### config.mk
export PLATFORM = sky130hd
export DESIGN_NAME = nvmc_top
export DESIGN_NICKNAME = d
export VERILOG_FILES = /design/src/verilog/nvmc_latch_mem.v /design/src/verilog/nvmc_top.v /design/src/verilog/nvmc_unlock.v
export VERILOG_INCLUDE_DIRS = /design/src /design/src/common
export SDC_FILE = /design/constraint.sdc
export NUM_CORES = 1
export LEC_CHECK = 0
export ABC_AREA = 0
export BUFFER_PORTS_ARGS = -buffer_cell sky130_fd_sc_hd__buf_2
export CAP_MARGIN = 30
export CORE_UTILIZATION = 55
export DETAILED_ROUTE_END_ITERATION = 10
export PLACE_DENSITY = 0.74
export SLEW_MARGIN = 20
export SYNTH_ARGS = -nofsm -noshare
export SYNTH_HDL_FRONTEND = slang
export SYNTH_SLANG_ARGS = --single-unit
export TNS_END_PERCENT = 30
### constraint.sdc
create_clock -name aclk -period 5.65 [get_ports aclk]
set_clock_uncertainty 0.05 [all_clocks]
set_input_delay 0.2825 -clock aclk [delete_from_list [all_inputs] [get_ports aclk]]
set_output_delay 0.2825 -clock aclk [all_outputs]
set_load 0.01 [all_outputs]
### src/common/nvmc_map.vh
// register map, field positions and constants of the data eeprom controller
`ifndef NVMC_MAP_VH
`define NVMC_MAP_VH

// ************************************************************
// register indices (byte address is four times the index)
// ************************************************************
`define NVMC_IDX_CTRL 14'h0760
`define NVMC_IDX_ADDRL 14'h0762
`define NVMC_IDX_ADDRU 14'h0764
`define NVMC_IDX_KEY 14'h0766
`define NVMC_IDX_STAT 14'h0768

// ************************************************************
// control fields
// ************************************************************
`define NVMC_CTRL_START 15
`define NVMC_CTRL_PERMIT 14
`define NVMC_CTRL_ABORT 13
`define NVMC_CTRL_TIMED 8
`define NVMC_STAT_DONE 0
`define NVMC_CTRL_RESET 16'h0000
`define NVMC_KEY_FIRST 8'h55
`define NVMC_KEY_SECOND 8'haa

// ************************************************************
// operation codes
// ************************************************************
`define NVMC_OP_WORD_ERASE 7'h44
`define NVMC_OP_BLOCK_ERASE 7'h45
`define NVMC_OP_WORD_PROG 7'h04
`define NVMC_OP_BLOCK_PROG 7'h0a

// ************************************************************
// eeprom window and timing
// ************************************************************
`define NVMC_EE_FIRST 24'h7ff000
`define NVMC_EE_LAST 24'h7ffffe
`define NVMC_CLK_NS 100
`define NVMC_WRITE_TIME_NS 2000000
`define NVMC_WRITE_CYCLES (`NVMC_WRITE_TIME_NS / `NVMC_CLK_NS)
`define NVMC_RESP_OKAY 2'b00
`define NVMC_RESP_SLVERR 2'b10

`endif

### src/verilog/nvmc_latch_mem.v
// write latch memory with registered read data
`timescale 1ns/100ps
module nvmc_latch_mem #(
  parameter WIDTH = 16,
  parameter DEPTH = 16,
  parameter AW = 4
) (
  input wire aclk,
  input wire wr_en,
  input wire [AW-1:0] wr_addr,
  input wire [WIDTH-1:0] wr_data,
  input wire [AW-1:0] rd_addr,
  output reg [WIDTH-1:0] rd_data
);
  reg [WIDTH-1:0] mem [0:DEPTH-1];

  always @(posedge aclk) begin
    if (wr_en) begin
      mem[wr_addr] <= wr_data;
    end
    rd_data <= mem[rd_addr];
  end
endmodule

### src/verilog/nvmc_top.v
// data eeprom controller with axi4-lite registers and table port
`timescale 1ns/100ps
`include "nvmc_map.vh"
module nvmc_top #(
  parameter LATCH_DEPTH = 16,
  parameter LATCH_AW = 4
) (
  input wire aclk,
  input wire aresetn,
  input wire power_on_reset,
  input wire master_clear_reset,
  input wire watchdog_timeout,
  input wire [15:0] s_axi_awaddr,
  input wire s_axi_awvalid,
  output reg s_axi_awready,
  input wire [31:0] s_axi_wdata,
  input wire [3:0] s_axi_wstrb,
  input wire s_axi_wvalid,
  output reg s_axi_wready,
  output reg [1:0] s_axi_bresp,
  output reg s_axi_bvalid,
  input wire s_axi_bready,
  input wire [15:0] s_axi_araddr,
  input wire s_axi_arvalid,
  output reg s_axi_arready,
  output reg [31:0] s_axi_rdata,
  output reg [1:0] s_axi_rresp,
  output reg s_axi_rvalid,
  input wire s_axi_rready,
  input wire table_store_low,
  input wire table_load_low,
  input wire [23:0] table_addr,
  input wire [15:0] table_wdata,
  output reg [15:0] table_rdata,
  output reg table_rvalid,
  output reg [23:0] arr_addr,
  output reg [15:0] arr_wdata,
  output reg arr_load,
  output reg arr_start,
  output reg [6:0] arr_op,
  output reg arr_abort,
  output reg arr_read,
  output reg [23:0] arr_raddr,
  input wire [15:0] arr_rdata,
  input wire arr_done,
  output reg nvm_done_flag
);
  localparam ST_IDLE = 3'd0;
  localparam ST_LOAD_RD = 3'd1;
  localparam ST_LOAD_WR = 3'd2;
  localparam ST_LAUNCH = 3'd3;
  localparam ST_WAIT = 3'd4;

  // ************************************************************
  // register state
  // ************************************************************
  reg start_reg;
  reg permit_reg;
  reg program_abort_flag;
  reg timed_op_select;
  reg [6:0] operation_code;
  reg [15:0] nvm_address_low;
  reg [7:0] nvm_address_upper;
  reg [2:0] state_reg;
  reg [6:0] op_reg;
  reg [LATCH_AW-1:0] cnt_reg;
  reg [LATCH_AW-1:0] last_reg;
  reg [23:0] base_reg;
  reg read_pend_reg;
  reg aw_full_reg;
  reg w_full_reg;
  reg [13:0] aw_idx_reg;
  reg [31:0] wdata_reg;
  reg [3:0] wstrb_reg;

  wire [15:0] ctrl_value;
  wire [15:0] latch_rdata;
  wire unlocked;
  wire reset_event;
  wire wr_fire;
  wire wr_ctrl;
  wire wr_key;
  wire wr_other;
  wire wr_mapped;
  wire [15:0] ctrl_wr_val;
  wire [15:0] addrl_wr_val;
  wire [7:0] addru_wr_val;
  wire op_known;
  wire op_block;
  wire op_prog;
  wire start_ok;
  wire [13:0] ar_idx;
  wire table_in_range_st;
  wire table_in_range_ld;
  wire [23:0] target_addr;

  function [15:0] merge;
    input [15:0] old_v;
    input [15:0] new_v;
    input [1:0] strb;
    begin
      merge[7:0] = strb[0] ? new_v[7:0] : old_v[7:0];
      merge[15:8] = strb[1] ? new_v[15:8] : old_v[15:8];
    end
  endfunction

  assign ctrl_value = {start_reg, permit_reg, program_abort_flag, 4'h0,
    timed_op_select, 1'b0, operation_code};
  assign reset_event = master_clear_reset | watchdog_timeout;
  assign target_addr = {nvm_address_upper, nvm_address_low};
  assign table_in_range_st = (table_addr >= `NVMC_EE_FIRST) &&
    (table_addr <= `NVMC_EE_LAST);
  assign table_in_range_ld = table_in_range_st;

  // ************************************************************
  // axi write decode
  // ************************************************************
  assign wr_fire = aw_full_reg & w_full_reg & ~s_axi_bvalid;
  assign wr_ctrl = wr_fire && aw_idx_reg == `NVMC_IDX_CTRL;
  assign wr_key = wr_fire && aw_idx_reg == `NVMC_IDX_KEY && wstrb_reg[0];
  assign wr_mapped = wr_ctrl || aw_idx_reg == `NVMC_IDX_KEY ||
    aw_idx_reg == `NVMC_IDX_ADDRL || aw_idx_reg == `NVMC_IDX_ADDRU ||
    aw_idx_reg == `NVMC_IDX_STAT;
  assign wr_other = wr_fire && !wr_ctrl && !wr_key;
  assign ctrl_wr_val = merge(ctrl_value, wdata_reg[15:0], wstrb_reg[1:0]);
  assign addrl_wr_val = merge(nvm_address_low, wdata_reg[15:0],
    wstrb_reg[1:0]);
  assign addru_wr_val = wstrb_reg[0] ? wdata_reg[7:0] : nvm_address_upper;
  assign op_block = ctrl_wr_val[6:0] == `NVMC_OP_BLOCK_ERASE ||
    ctrl_wr_val[6:0] == `NVMC_OP_BLOCK_PROG;
  assign op_prog = ctrl_wr_val[6:0] == `NVMC_OP_WORD_PROG ||
    ctrl_wr_val[6:0] == `NVMC_OP_BLOCK_PROG;
  assign op_known = op_block || op_prog ||
    ctrl_wr_val[6:0] == `NVMC_OP_WORD_ERASE;
  // permit is taken from before this write, so one write cannot set both
  assign start_ok = wr_ctrl && ctrl_wr_val[`NVMC_CTRL_START] &&
    !start_reg && permit_reg && unlocked && op_known &&
    state_reg == ST_IDLE;
  assign ar_idx = s_axi_araddr[15:2];

  nvmc_unlock u_unlock (
    .aclk(aclk),
    .aresetn(aresetn),
    .key_wr(wr_key),
    .key_data(wdata_reg[7:0]),
    .ctrl_wr(wr_ctrl),
    .other_wr(wr_other),
    .unlocked(unlocked)
  );

  nvmc_latch_mem #(
    .WIDTH(16),
    .DEPTH(LATCH_DEPTH),
    .AW(LATCH_AW)
  ) u_latch (
    .aclk(aclk),
    .wr_en(table_store_low & table_in_range_st),
    .wr_addr(table_addr[LATCH_AW:1]),
    .wr_data(table_wdata),
    .rd_addr(cnt_reg),
    .rd_data(latch_rdata)
  );

  // ************************************************************
  // axi handshakes
  // ************************************************************
  always @(posedge aclk) begin
    if (!aresetn) begin
      s_axi_awready <= 1'b1;
      s_axi_wready <= 1'b1;
      s_axi_bvalid <= 1'b0;
      s_axi_bresp <= `NVMC_RESP_OKAY;
      aw_full_reg <= 1'b0;
      w_full_reg <= 1'b0;
      aw_idx_reg <= 14'h0000;
      wdata_reg <= 32'h00000000;
      wstrb_reg <= 4'h0;
      s_axi_arready <= 1'b1;
      s_axi_rvalid <= 1'b0;
      s_axi_rdata <= 32'h00000000;
      s_axi_rresp <= `NVMC_RESP_OKAY;
    end else begin
      if (s_axi_awvalid && s_axi_awready) begin
        aw_full_reg <= 1'b1;
        s_axi_awready <= 1'b0;
        aw_idx_reg <= s_axi_awaddr[15:2];
      end
      if (s_axi_wvalid && s_axi_wready) begin
        w_full_reg <= 1'b1;
        s_axi_wready <= 1'b0;
        wdata_reg <= s_axi_wdata;
        wstrb_reg <= s_axi_wstrb;
      end
      if (wr_fire) begin
        aw_full_reg <= 1'b0;
        w_full_reg <= 1'b0;
        s_axi_bvalid <= 1'b1;
        s_axi_bresp <= wr_mapped ? `NVMC_RESP_OKAY : `NVMC_RESP_SLVERR;
      end
      if (s_axi_bvalid && s_axi_bready) begin
        s_axi_bvalid <= 1'b0;
        s_axi_awready <= 1'b1;
        s_axi_wready <= 1'b1;
      end
      if (s_axi_arvalid && s_axi_arready) begin
        s_axi_arready <= 1'b0;
        s_axi_rvalid <= 1'b1;
        s_axi_rresp <= `NVMC_RESP_OKAY;
        case (ar_idx)
          `NVMC_IDX_CTRL: s_axi_rdata <= {16'h0000, ctrl_value};
          `NVMC_IDX_ADDRL: s_axi_rdata <= {16'h0000, nvm_address_low};
          `NVMC_IDX_ADDRU: s_axi_rdata <= {24'h000000, nvm_address_upper};
          `NVMC_IDX_KEY: s_axi_rdata <= 32'h00000000;
          `NVMC_IDX_STAT: s_axi_rdata <= {31'h00000000, nvm_done_flag};
          default: begin
            s_axi_rdata <= 32'h00000000;
            s_axi_rresp <= `NVMC_RESP_SLVERR;
          end
        endcase
      end
      if (s_axi_rvalid && s_axi_rready) begin
        s_axi_rvalid <= 1'b0;
        s_axi_arready <= 1'b1;
      end
    end
  end

  // ************************************************************
  // registers kept across system reset
  // ************************************************************
  // address and abort survive the system reset so software can retry
  always @(posedge aclk) begin
    if (power_on_reset) begin
      nvm_address_low <= 16'h0000;
      nvm_address_upper <= 8'h00;
      program_abort_flag <= 1'b0;
    end else begin
      if (aresetn && reset_event && state_reg != ST_IDLE) begin
        program_abort_flag <= 1'b1;
      end else if (wr_ctrl && wstrb_reg[1]) begin
        program_abort_flag <= ctrl_wr_val[`NVMC_CTRL_ABORT];
      end
      // table stores inside the eeprom window capture their address as the last target
      if (table_store_low && table_in_range_st) begin
        nvm_address_low <= table_addr[15:0];
        nvm_address_upper <= table_addr[23:16];
      end else if (wr_fire && aw_idx_reg == `NVMC_IDX_ADDRL) begin
        nvm_address_low <= addrl_wr_val;
      end else if (wr_fire && aw_idx_reg == `NVMC_IDX_ADDRU) begin
        nvm_address_upper <= addru_wr_val;
      end
    end
  end

  // ************************************************************
  // control register and operation sequencer
  // ************************************************************
  always @(posedge aclk) begin
    if (!aresetn || power_on_reset) begin
      start_reg <= 1'b0;
      permit_reg <= 1'b0;
      timed_op_select <= 1'b0;
      operation_code <= 7'h00;
      state_reg <= ST_IDLE;
      op_reg <= 7'h00;
      cnt_reg <= {LATCH_AW{1'b0}};
      last_reg <= {LATCH_AW{1'b0}};
      base_reg <= 24'h000000;
      arr_addr <= 24'h000000;
      arr_wdata <= 16'h0000;
      arr_load <= 1'b0;
      arr_start <= 1'b0;
      arr_op <= 7'h00;
      arr_abort <= 1'b0;
      nvm_done_flag <= 1'b0;
    end else begin
      arr_load <= 1'b0;
      arr_start <= 1'b0;
      arr_abort <= 1'b0;
      if (wr_ctrl) begin
        // only hardware clears permit through reset; software owns it
        permit_reg <= ctrl_wr_val[`NVMC_CTRL_PERMIT];
        timed_op_select <= ctrl_wr_val[`NVMC_CTRL_TIMED];
        operation_code <= ctrl_wr_val[6:0];
      end
      // done flag: write one to clear, a completion in the same cycle wins
      if (state_reg == ST_WAIT && arr_done) begin
        nvm_done_flag <= 1'b1;
      end else if (wr_fire && aw_idx_reg == `NVMC_IDX_STAT &&
          wstrb_reg[0] && wdata_reg[`NVMC_STAT_DONE]) begin
        nvm_done_flag <= 1'b0;
      end
      if (start_ok) begin
        start_reg <= 1'b1;
        op_reg <= ctrl_wr_val[6:0];
        cnt_reg <= {LATCH_AW{1'b0}};
        last_reg <= op_block ? {LATCH_AW{1'b1}} : {LATCH_AW{1'b0}};
        base_reg <= op_block ? {target_addr[23:LATCH_AW+1],
          {(LATCH_AW+1){1'b0}}} : target_addr;
        if (!op_prog) begin
          state_reg <= ST_LAUNCH;
        end else if (op_block) begin
          state_reg <= ST_LOAD_RD;
        end else begin
          cnt_reg <= target_addr[LATCH_AW:1];
          last_reg <= target_addr[LATCH_AW:1];
          state_reg <= ST_LOAD_RD;
        end
      end
      // permit is not looked at after launch, so clearing it cannot stop us
      case (state_reg)
        ST_IDLE: begin
        end
        ST_LOAD_RD: begin
          state_reg <= ST_LOAD_WR;
        end
        ST_LOAD_WR: begin
          arr_load <= 1'b1;
          arr_wdata <= latch_rdata;
          arr_addr <= (last_reg == cnt_reg && !(op_reg ==
            `NVMC_OP_BLOCK_PROG)) ? base_reg :
            {base_reg[23:LATCH_AW+1], cnt_reg, 1'b0};
          if (cnt_reg == last_reg) begin
            state_reg <= ST_LAUNCH;
          end else begin
            cnt_reg <= cnt_reg + 1'b1;
            state_reg <= ST_LOAD_RD;
          end
        end
        ST_LAUNCH: begin
          arr_start <= 1'b1;
          arr_op <= op_reg;
          arr_addr <= base_reg;
          state_reg <= ST_WAIT;
        end
        ST_WAIT: begin
          // the array timing varies, so only its done pulse, an abort or a reset ends the cycle
          if (arr_done) begin
            start_reg <= 1'b0;
            state_reg <= ST_IDLE;
          end
        end
        default: begin
          state_reg <= ST_IDLE;
        end
      endcase
      if (reset_event && state_reg != ST_IDLE) begin
        arr_abort <= 1'b1;
        start_reg <= 1'b0;
        state_reg <= ST_IDLE;
      end
    end
  end

  // ************************************************************
  // table load path, never waits on a running operation
  // ************************************************************
  always @(posedge aclk) begin
    if (!aresetn) begin
      arr_read <= 1'b0;
      arr_raddr <= 24'h000000;
      read_pend_reg <= 1'b0;
      table_rdata <= 16'h0000;
      table_rvalid <= 1'b0;
    end else begin
      arr_read <= table_load_low & table_in_range_ld;
      if (table_load_low && table_in_range_ld) begin
        arr_raddr <= table_addr;
      end
      read_pend_reg <= arr_read;
      table_rvalid <= read_pend_reg;
      if (read_pend_reg) begin
        table_rdata <= arr_rdata;
      end
    end
  end
endmodule

### src/verilog/nvmc_unlock.v
// key sequence tracker that arms a single start
`timescale 1ns/100ps
`include "nvmc_map.vh"
module nvmc_unlock (
  input wire aclk,
  input wire aresetn,
  input wire key_wr,
  input wire [7:0] key_data,
  input wire ctrl_wr,
  input wire other_wr,
  output wire unlocked
);
  localparam S_IDLE = 2'd0;
  localparam S_GOT_FIRST = 2'd1;
  localparam S_ARMED = 2'd2;

  reg [1:0] state_reg;
  reg [1:0] state_next;

  assign unlocked = (state_reg == S_ARMED);

  always @* begin
    state_next = state_reg;
    case (state_reg)
      S_IDLE: begin
        if (key_wr && key_data == `NVMC_KEY_FIRST) begin
          state_next = S_GOT_FIRST;
        end
      end
      S_GOT_FIRST: begin
        if (key_wr && key_data == `NVMC_KEY_SECOND) begin
          state_next = S_ARMED;
        end else if (key_wr || ctrl_wr || other_wr) begin
          state_next = S_IDLE;
        end
      end
      S_ARMED: begin
        // the control write after the keys uses up the unlock either way
        if (key_wr || ctrl_wr || other_wr) begin
          state_next = S_IDLE;
        end
      end
      default: begin
        state_next = S_IDLE;
      end
    endcase
  end

  always @(posedge aclk) begin
    if (!aresetn) begin
      state_reg <= S_IDLE;
    end else begin
      state_reg <= state_next;
    end
  end
endmodule
==> results of run 1 <==
## cell usage after synthesis, drive strengths merged (5+ instances only)
| master | count |
|---|---|
| edfxtp | 256 |
| dfxtp | 246 |
| nand2 | 169 |
| a21oi | 80 |
| mux4 | 80 |
| mux2i | 73 |
| clkbuf | 70 |
| nand3 | 51 |
| nor2 | 51 |
| buf | 45 |
| a21boi | 44 |
| o21ai | 43 |
| nor2b | 34 |
| and2 | 24 |
| a211oi | 19 |
| nor3 | 15 |
| nand2b | 14 |
| o21a | 13 |
| mux2 | 12 |
| nor4 | 12 |
| nand4 | 10 |
| a22oi | 6 |
| nand3b | 6 |
| a32o | 5 |
| nor4bb | 5 |
| o211ai | 5 |
## tightest hold or removal path: stages
cell,delay (ns)
buf_2,0.14
nor2_1,0.12
a211oi_1,0.05
## final timing paths
path | endpoint | slack [ns]
max | cnt_reg[3] | 2.62
min | nvm_address_low[0] | 0.03
max reg2reg | cnt_reg[3] | 2.62
min reg2reg | arr_addr[5] | 0.39
## layer usage
metal,wire length (um),track usage [%]
met5,0,0
met4,1520,9.26
met3,2870,4.71
met2,24400,45.8
met1,19500,33.8
## stage by stage
step / std cells / hold WS, ns / total power, mW / util (%)
floorplan: 1472 / 0.331 / 4.04 / -
global placement: 2065 / 0.363 / 4.12 / 60.8
detailed placement: 2074 / 0.387 / 4.12 / 61.1
CTS: 2237 / 0.000847 / 7.53 / 68.1
global route: 2241 / 0.00411 / 7.71 / 68.3
finish: 2242 / 0.0264 / 7.49 / 68.3
## area by class of cell
type | instances | area (sq um) | share of cell area (%)
diodes | 2 | 5.00 | 0.0211
clock buffers | 70 | 1450 | 6.10
clock inverters | 21 | 256 | 1.08
inverters | 4 | 15.0 | 0.0632
multi-input cells | 851 | 6620 | 27.9
flip-flops and latches | 502 | 12600 | 53.1
well taps | 455 | 569 | 2.40
repair buffers | 337 | 2220 | 9.36
## cell families (layout without fill, tap and decap cells)
logic type      count (synthesis)  after routing  synth area share, %
flops                         502            502                 64.4
simple gates                  419            419                 10.9
compound gates                242            242                 7.95
mux                           165            165                 13.6
buf+inv                       119            432                 2.84
xor+xnor                        6              6                0.268
fa+ha+maj                       1              1               0.0639
other cells                     1             20               0.0191
## where the power goes
| part | internal (mW) | leakage, nW | switching [mW] |
|---|---|---|---|
| clock network | 2.02 | 0.847 | 1.38 |
| logic | 0.0982 | 3.42 | 0.130 |
| registers | 3.84 | 4.29 | 0.0235 |
==> impl_metrics.json, run 1 <==
{
  "maxCapViolations": 0,
  "drc": 0,
  "rows": 68,
  "clkLatencyLatePin_ns": 0.59,
  "outcome": "completed",
  "start_util_pct": 56.3,
  "die_h_um": 191,
  "wl_per_cell_um": 21.5,
  "async_flop_share_pct": 0,
  "mappedNetlistArea_sq_mm": 0.0196,
  "routed_via_density": 5.81,
  "setup.worst_path.class": "reg -> reg",
  "cts_max_level": 2,
  "cp-startpoint": "cnt_reg[0]",
  "die_w_um": 191,
  "ys.flop_type": "edfxtp_1",
  "dr.pass1.iters": 7,
  "grtUsageTotal_pct": 26.6,
  "largest_register_ffs": 256,
  "cp_slowest_cell": "nor4_1",
  "synth_top_cell_area_share_pct": 39.2,
  "cts_resized": 0,
  "critPathLaunchType": "register",
  "crit_cells": 5,
  "postCtsSetupBuffers": 0,
  "cts_buffer_depth": 3,
  "final_common_cell": "edfxtp_1",
  "nNetsFinal": 1883,
  "grt-ovfl-total": 0,
  "holdCritStartpoint": "table_addr[0]",
  "cp.arrival_ns": 3.43,
  "layout-drive-gt1-share_pct": 26.4,
  "setup_ws_ns": 2.62,
  "ys_seq_elements": 502,
  "cts_sinks": 502,
  "powerDensity_mw_per_mm2": 315,
  "min_path_type": "in -> reg",
  "cts_tree": "done",
  "r2r_cells": 5,
  "grt_max_degree": 82,
  "cts_root_buffer": "clkbuf_16",
  "cts_hold_buf": 72,
  "leakage_nw": 8.57,
  "num_vias": 13000,
  "worst_setup_path_end_kind": "register",
  "synthTopCellsByArea": "edfxtp_1 39%, dfxtp_1 25%, mux4_2 9.2%, mux2i_1 3.7%, nand2_1 3.2%",
  "antenna_found_initial": 2,
  "gp_congestion": 0.832,
  "crit_buf_inv": 0,
  "finalHoldViolCount": 0,
  "fin_setup_tns_ns": 0,
  "slowest_delay_ns": 0.95,
  "drv_slew": 0,
  "yosysSeqAreaShare_pct": 64.4,
  "setup_violations": 0,
  "cp_max_fo": 41,
  "relSlewSlack_pct": 26.5,
  "period_share_pct": 53.6,
  "drt_iter0_markers": 1030,
  "first_global_vias": 12700,
  "yosys_warnings": 0,
  "cp.required_ns": 6.05,
  "ys_types": 76,
  "postRouteAntennaNets": 0,
  "grt_pass1_wl_mm": 72.9,
  "io_pins": 271,
  "portBuffers": 230,
  "path_clk_slew_ns": 0.06,
  "critPathTopFamily": "simple AND/OR/NAND/NOR gates",
  "pre_cts_ws_ns": 2.35,
  "crit_chain": "xor2_1 > nor4_1 > nor2_1 > a2111oi_0 > a211oi_1",
  "clock.fmax_ghz": 0.330,
  "whs_path_depth": 3,
  "r2r_start": "cnt_reg[0]",
  "area_growth_pct": 21.3,
  "post-dp-hpwl_mm": 29.8,
  "cts_buffers": 49,
  "syn_inst": 1455,
  "avgSynthCellArea_sq_um": 13.5,
  "design_area_sq_mm": 0.0238,
  "ir_drop_mv": 0.326,
  "dieArea_sq_mm": 0.0364,
  "synth_edf_count": 256,
  "final.fill_count": 2419,
  "core_area_sq_mm": 0.0348,
  "worst_slew_pin_slew_ns": 1.09,
  "top_register": "u_latch.mem",
  "rsz0062_at_grt": "no",
  "routed_wl_mm": 48.2,
  "yosys.area.top_type": "edfxtp_1",
  "finalCriticalPeriod_ns": 3.03,
  "place_area_sq_mm": 0.0213,
  "layout_common_cells": "256 x edfxtp_1, 244 x dfxtp_1, 230 x buf_2, 169 x nand2_1"
}
Power figures use the tool's default switching activity.
==> inputs of run 2 (changes only) <==
clock period = 3.13 ns   (was 5.65 ns; I/O delays follow)
==> impl_metrics.json, run 2 (synthesized netlist as in run 1, its figures left out) <==
{
  "p_seq_share_pct": 51.8,
  "leakage_nw": 8.73,
  "rows": 68,
  "antenna_found_initial": 2,
  "cts_resized": 0,
  "power.switching_mw": 2.76,
  "routed_via_density": 5.83,
  "period_share_pct": 86.0,
  "first_global_vias": 13000,
  "pwr-share-clk_pct": 44.8,
  "dieArea_sq_mm": 0.0364,
  "grt-ovfl-total": 0,
  "clkLatencyLatePin_ns": 0.58,
  "worst_setup_path_end_kind": "register",
  "gp_congestion": 0.834,
  "design_area_sq_mm": 0.0241,
  "final_common_cell": "edfxtp_1",
  "min_path_type": "in -> reg",
  "grt_max_degree": 82,
  "ir_drop_mv": 0.530,
  "portBuffers": 230,
  "cellInternalPower_mw": 10.7,
  "critPathLaunchType": "input pin",
  "finalCriticalPeriod_ns": 2.69,
  "rsz0062_at_grt": "no",
  "layout_common_cells": "256 x edfxtp_1, 244 x dfxtp_1, 230 x buf_2, 169 x nand2_1, 103 x dlygate4sd3_1",
  "io_pins": 271,
  "cp.required_ns": 3.56,
  "drt_iter0_markers": 989,
  "drv_slew": 0,
  "crit_chain": "dlygate4sd3_1 > buf_2 > nand2_1 > or4_1 > nand3_2 > buf_4 > buf_4 > nor2_1 > a311oi_1",
  "setup.worst_path.class": "in -> reg",
  "post-dp-hpwl_mm": 29.5,
  "die_h_um": 191,
  "crit_top_cell": "buf_4",
  "p_sw_share_pct": 20.5,
  "core_area_sq_mm": 0.0348,
  "cts_buffers": 50,
  "cts_sinks": 502,
  "p_comb_share_pct": 3.4,
  "slowest_delay_ns": 0.62,
  "cp.arrival_ns": 3.12,
  "relSlewSlack_pct": 33.1,
  "powerDensity_mw_per_mm2": 559,
  "nNetsFinal": 1922,
  "grtUsageTotal_pct": 26.8,
  "setup_violations": 0,
  "cts_hold_buf": 103,
  "num_vias": 13300,
  "postCtsSetupBuffers": 0,
  "layout-drive-gt1-share_pct": 26.0,
  "cp_max_fo": 36,
  "cts_buffer_depth": 3,
  "start_util_pct": 56.3,
  "largest_register_ffs": 256,
  "grt_pass1_wl_mm": 73.8,
  "die_w_um": 191,
  "fin_setup_tns_ns": 0,
  "place_area_sq_mm": 0.0213,
  "drc": 0,
  "path_clk_slew_ns": 0.06,
  "area_growth_pct": 22.8,
  "postRouteAntennaNets": 0,
  "cts_max_level": 2,
  "top_register": "u_latch.mem",
  "dr.pass1.iters": 6,
  "cts_tree": "done",
  "outcome": "completed",
  "wl_per_cell_um": 21.4,
  "maxCapViolations": 0,
  "cts_root_buffer": "clkbuf_16",
  "finalHoldViolCount": 0,
  "cp_slowest_cell": "or4_1",
  "clock.fmax_ghz": 0.371,
  "worst_slew_pin_slew_ns": 1.00,
  "routed_wl_mm": 48.8
}
==> run 2: changes by cell type in the layout (fill, tap and decap cells not counted), moves of 3 or more <==
| cell | before | now |
|---|---|---|
| dlygate4sd3_1 | 72 | 103 |
| clkbuf_1 | 7 | 13 |
| clkinv_2 | 10 | 6 |
| buf_8 | 9 | 0 |
| buf_4 | 23 | 38 |
| buf_12 | 0 | 3 |
==> run 2: through the flow <==
stage,util [%],total power [mW],setup slack (ns),std cells,hold slack (ns)
detailed placement,61.3,7.45,0.502,2083,0.322
global placement,61.3,7.44,0.548,2083,0.315
finish,69.2,13.5,0.438,2281,0.0371
floorplan,-,7.28,0.0203,1472,0.205
global route,69.1,13.9,0.241,2280,0.0585
CTS,69.0,13.6,0.464,2278,0.00382
==> run 2: power by group through the flow <==
stage / Sequential (mW) / Clock (mW) / Combinational [mW]
2_1_floorplan: 7.10 / 0 / 0.183
3_3_place_gp: 7.11 / 0 / 0.325
3_5_place_dp: 7.11 / 0 / 0.337
4_1_cts: 6.97 / 6.14 / 0.442
5_1_grt: 6.97 / 6.38 / 0.492
6_report: 6.97 / 6.03 / 0.454
==> run 2: critical path: cells and delay by family <==
kind / cells / cell delay [ns]
AO/OA/AOI/OAI: 1 / 0.24
buffers and inverters: 4 / 1.60
AND/OR/NAND/NOR: 4 / 1.10
==> run 2: layer usage <==
layer	GRT usage [%]	wire length, um
met2	45.1	24000
met1	35.0	20300
met5	0	0
met4	10.1	1650
met3	3.99	2940
==> run 2: final timing paths <==
kind / startpoint / to / slack, ns / cells after the start
setup / recovery: table_addr[1] / nvm_address_low[8] / 0.44 / 9
hold / removal: s_axi_araddr[14] / s_axi_rresp[1] / 0.04 / 4
setup reg to reg: wstrb_reg[0] / base_reg[5] / 0.45 / 6
hold reg to reg: arr_raddr[23] / arr_raddr[23] / 0.37 / 2
==> run 2: cell type report <==
class | instances | area [sq um]
diodes | 2 | 5.00
flip-flops and latches | 502 | 12600
clock inverters | 17 | 211
inverters | 4 | 15.0
clock buffers | 75 | 1470
fillers | 2400 | 10700
repair buffers | 375 | 2550
multi-input cells | 851 | 6630
well taps | 455 | 569
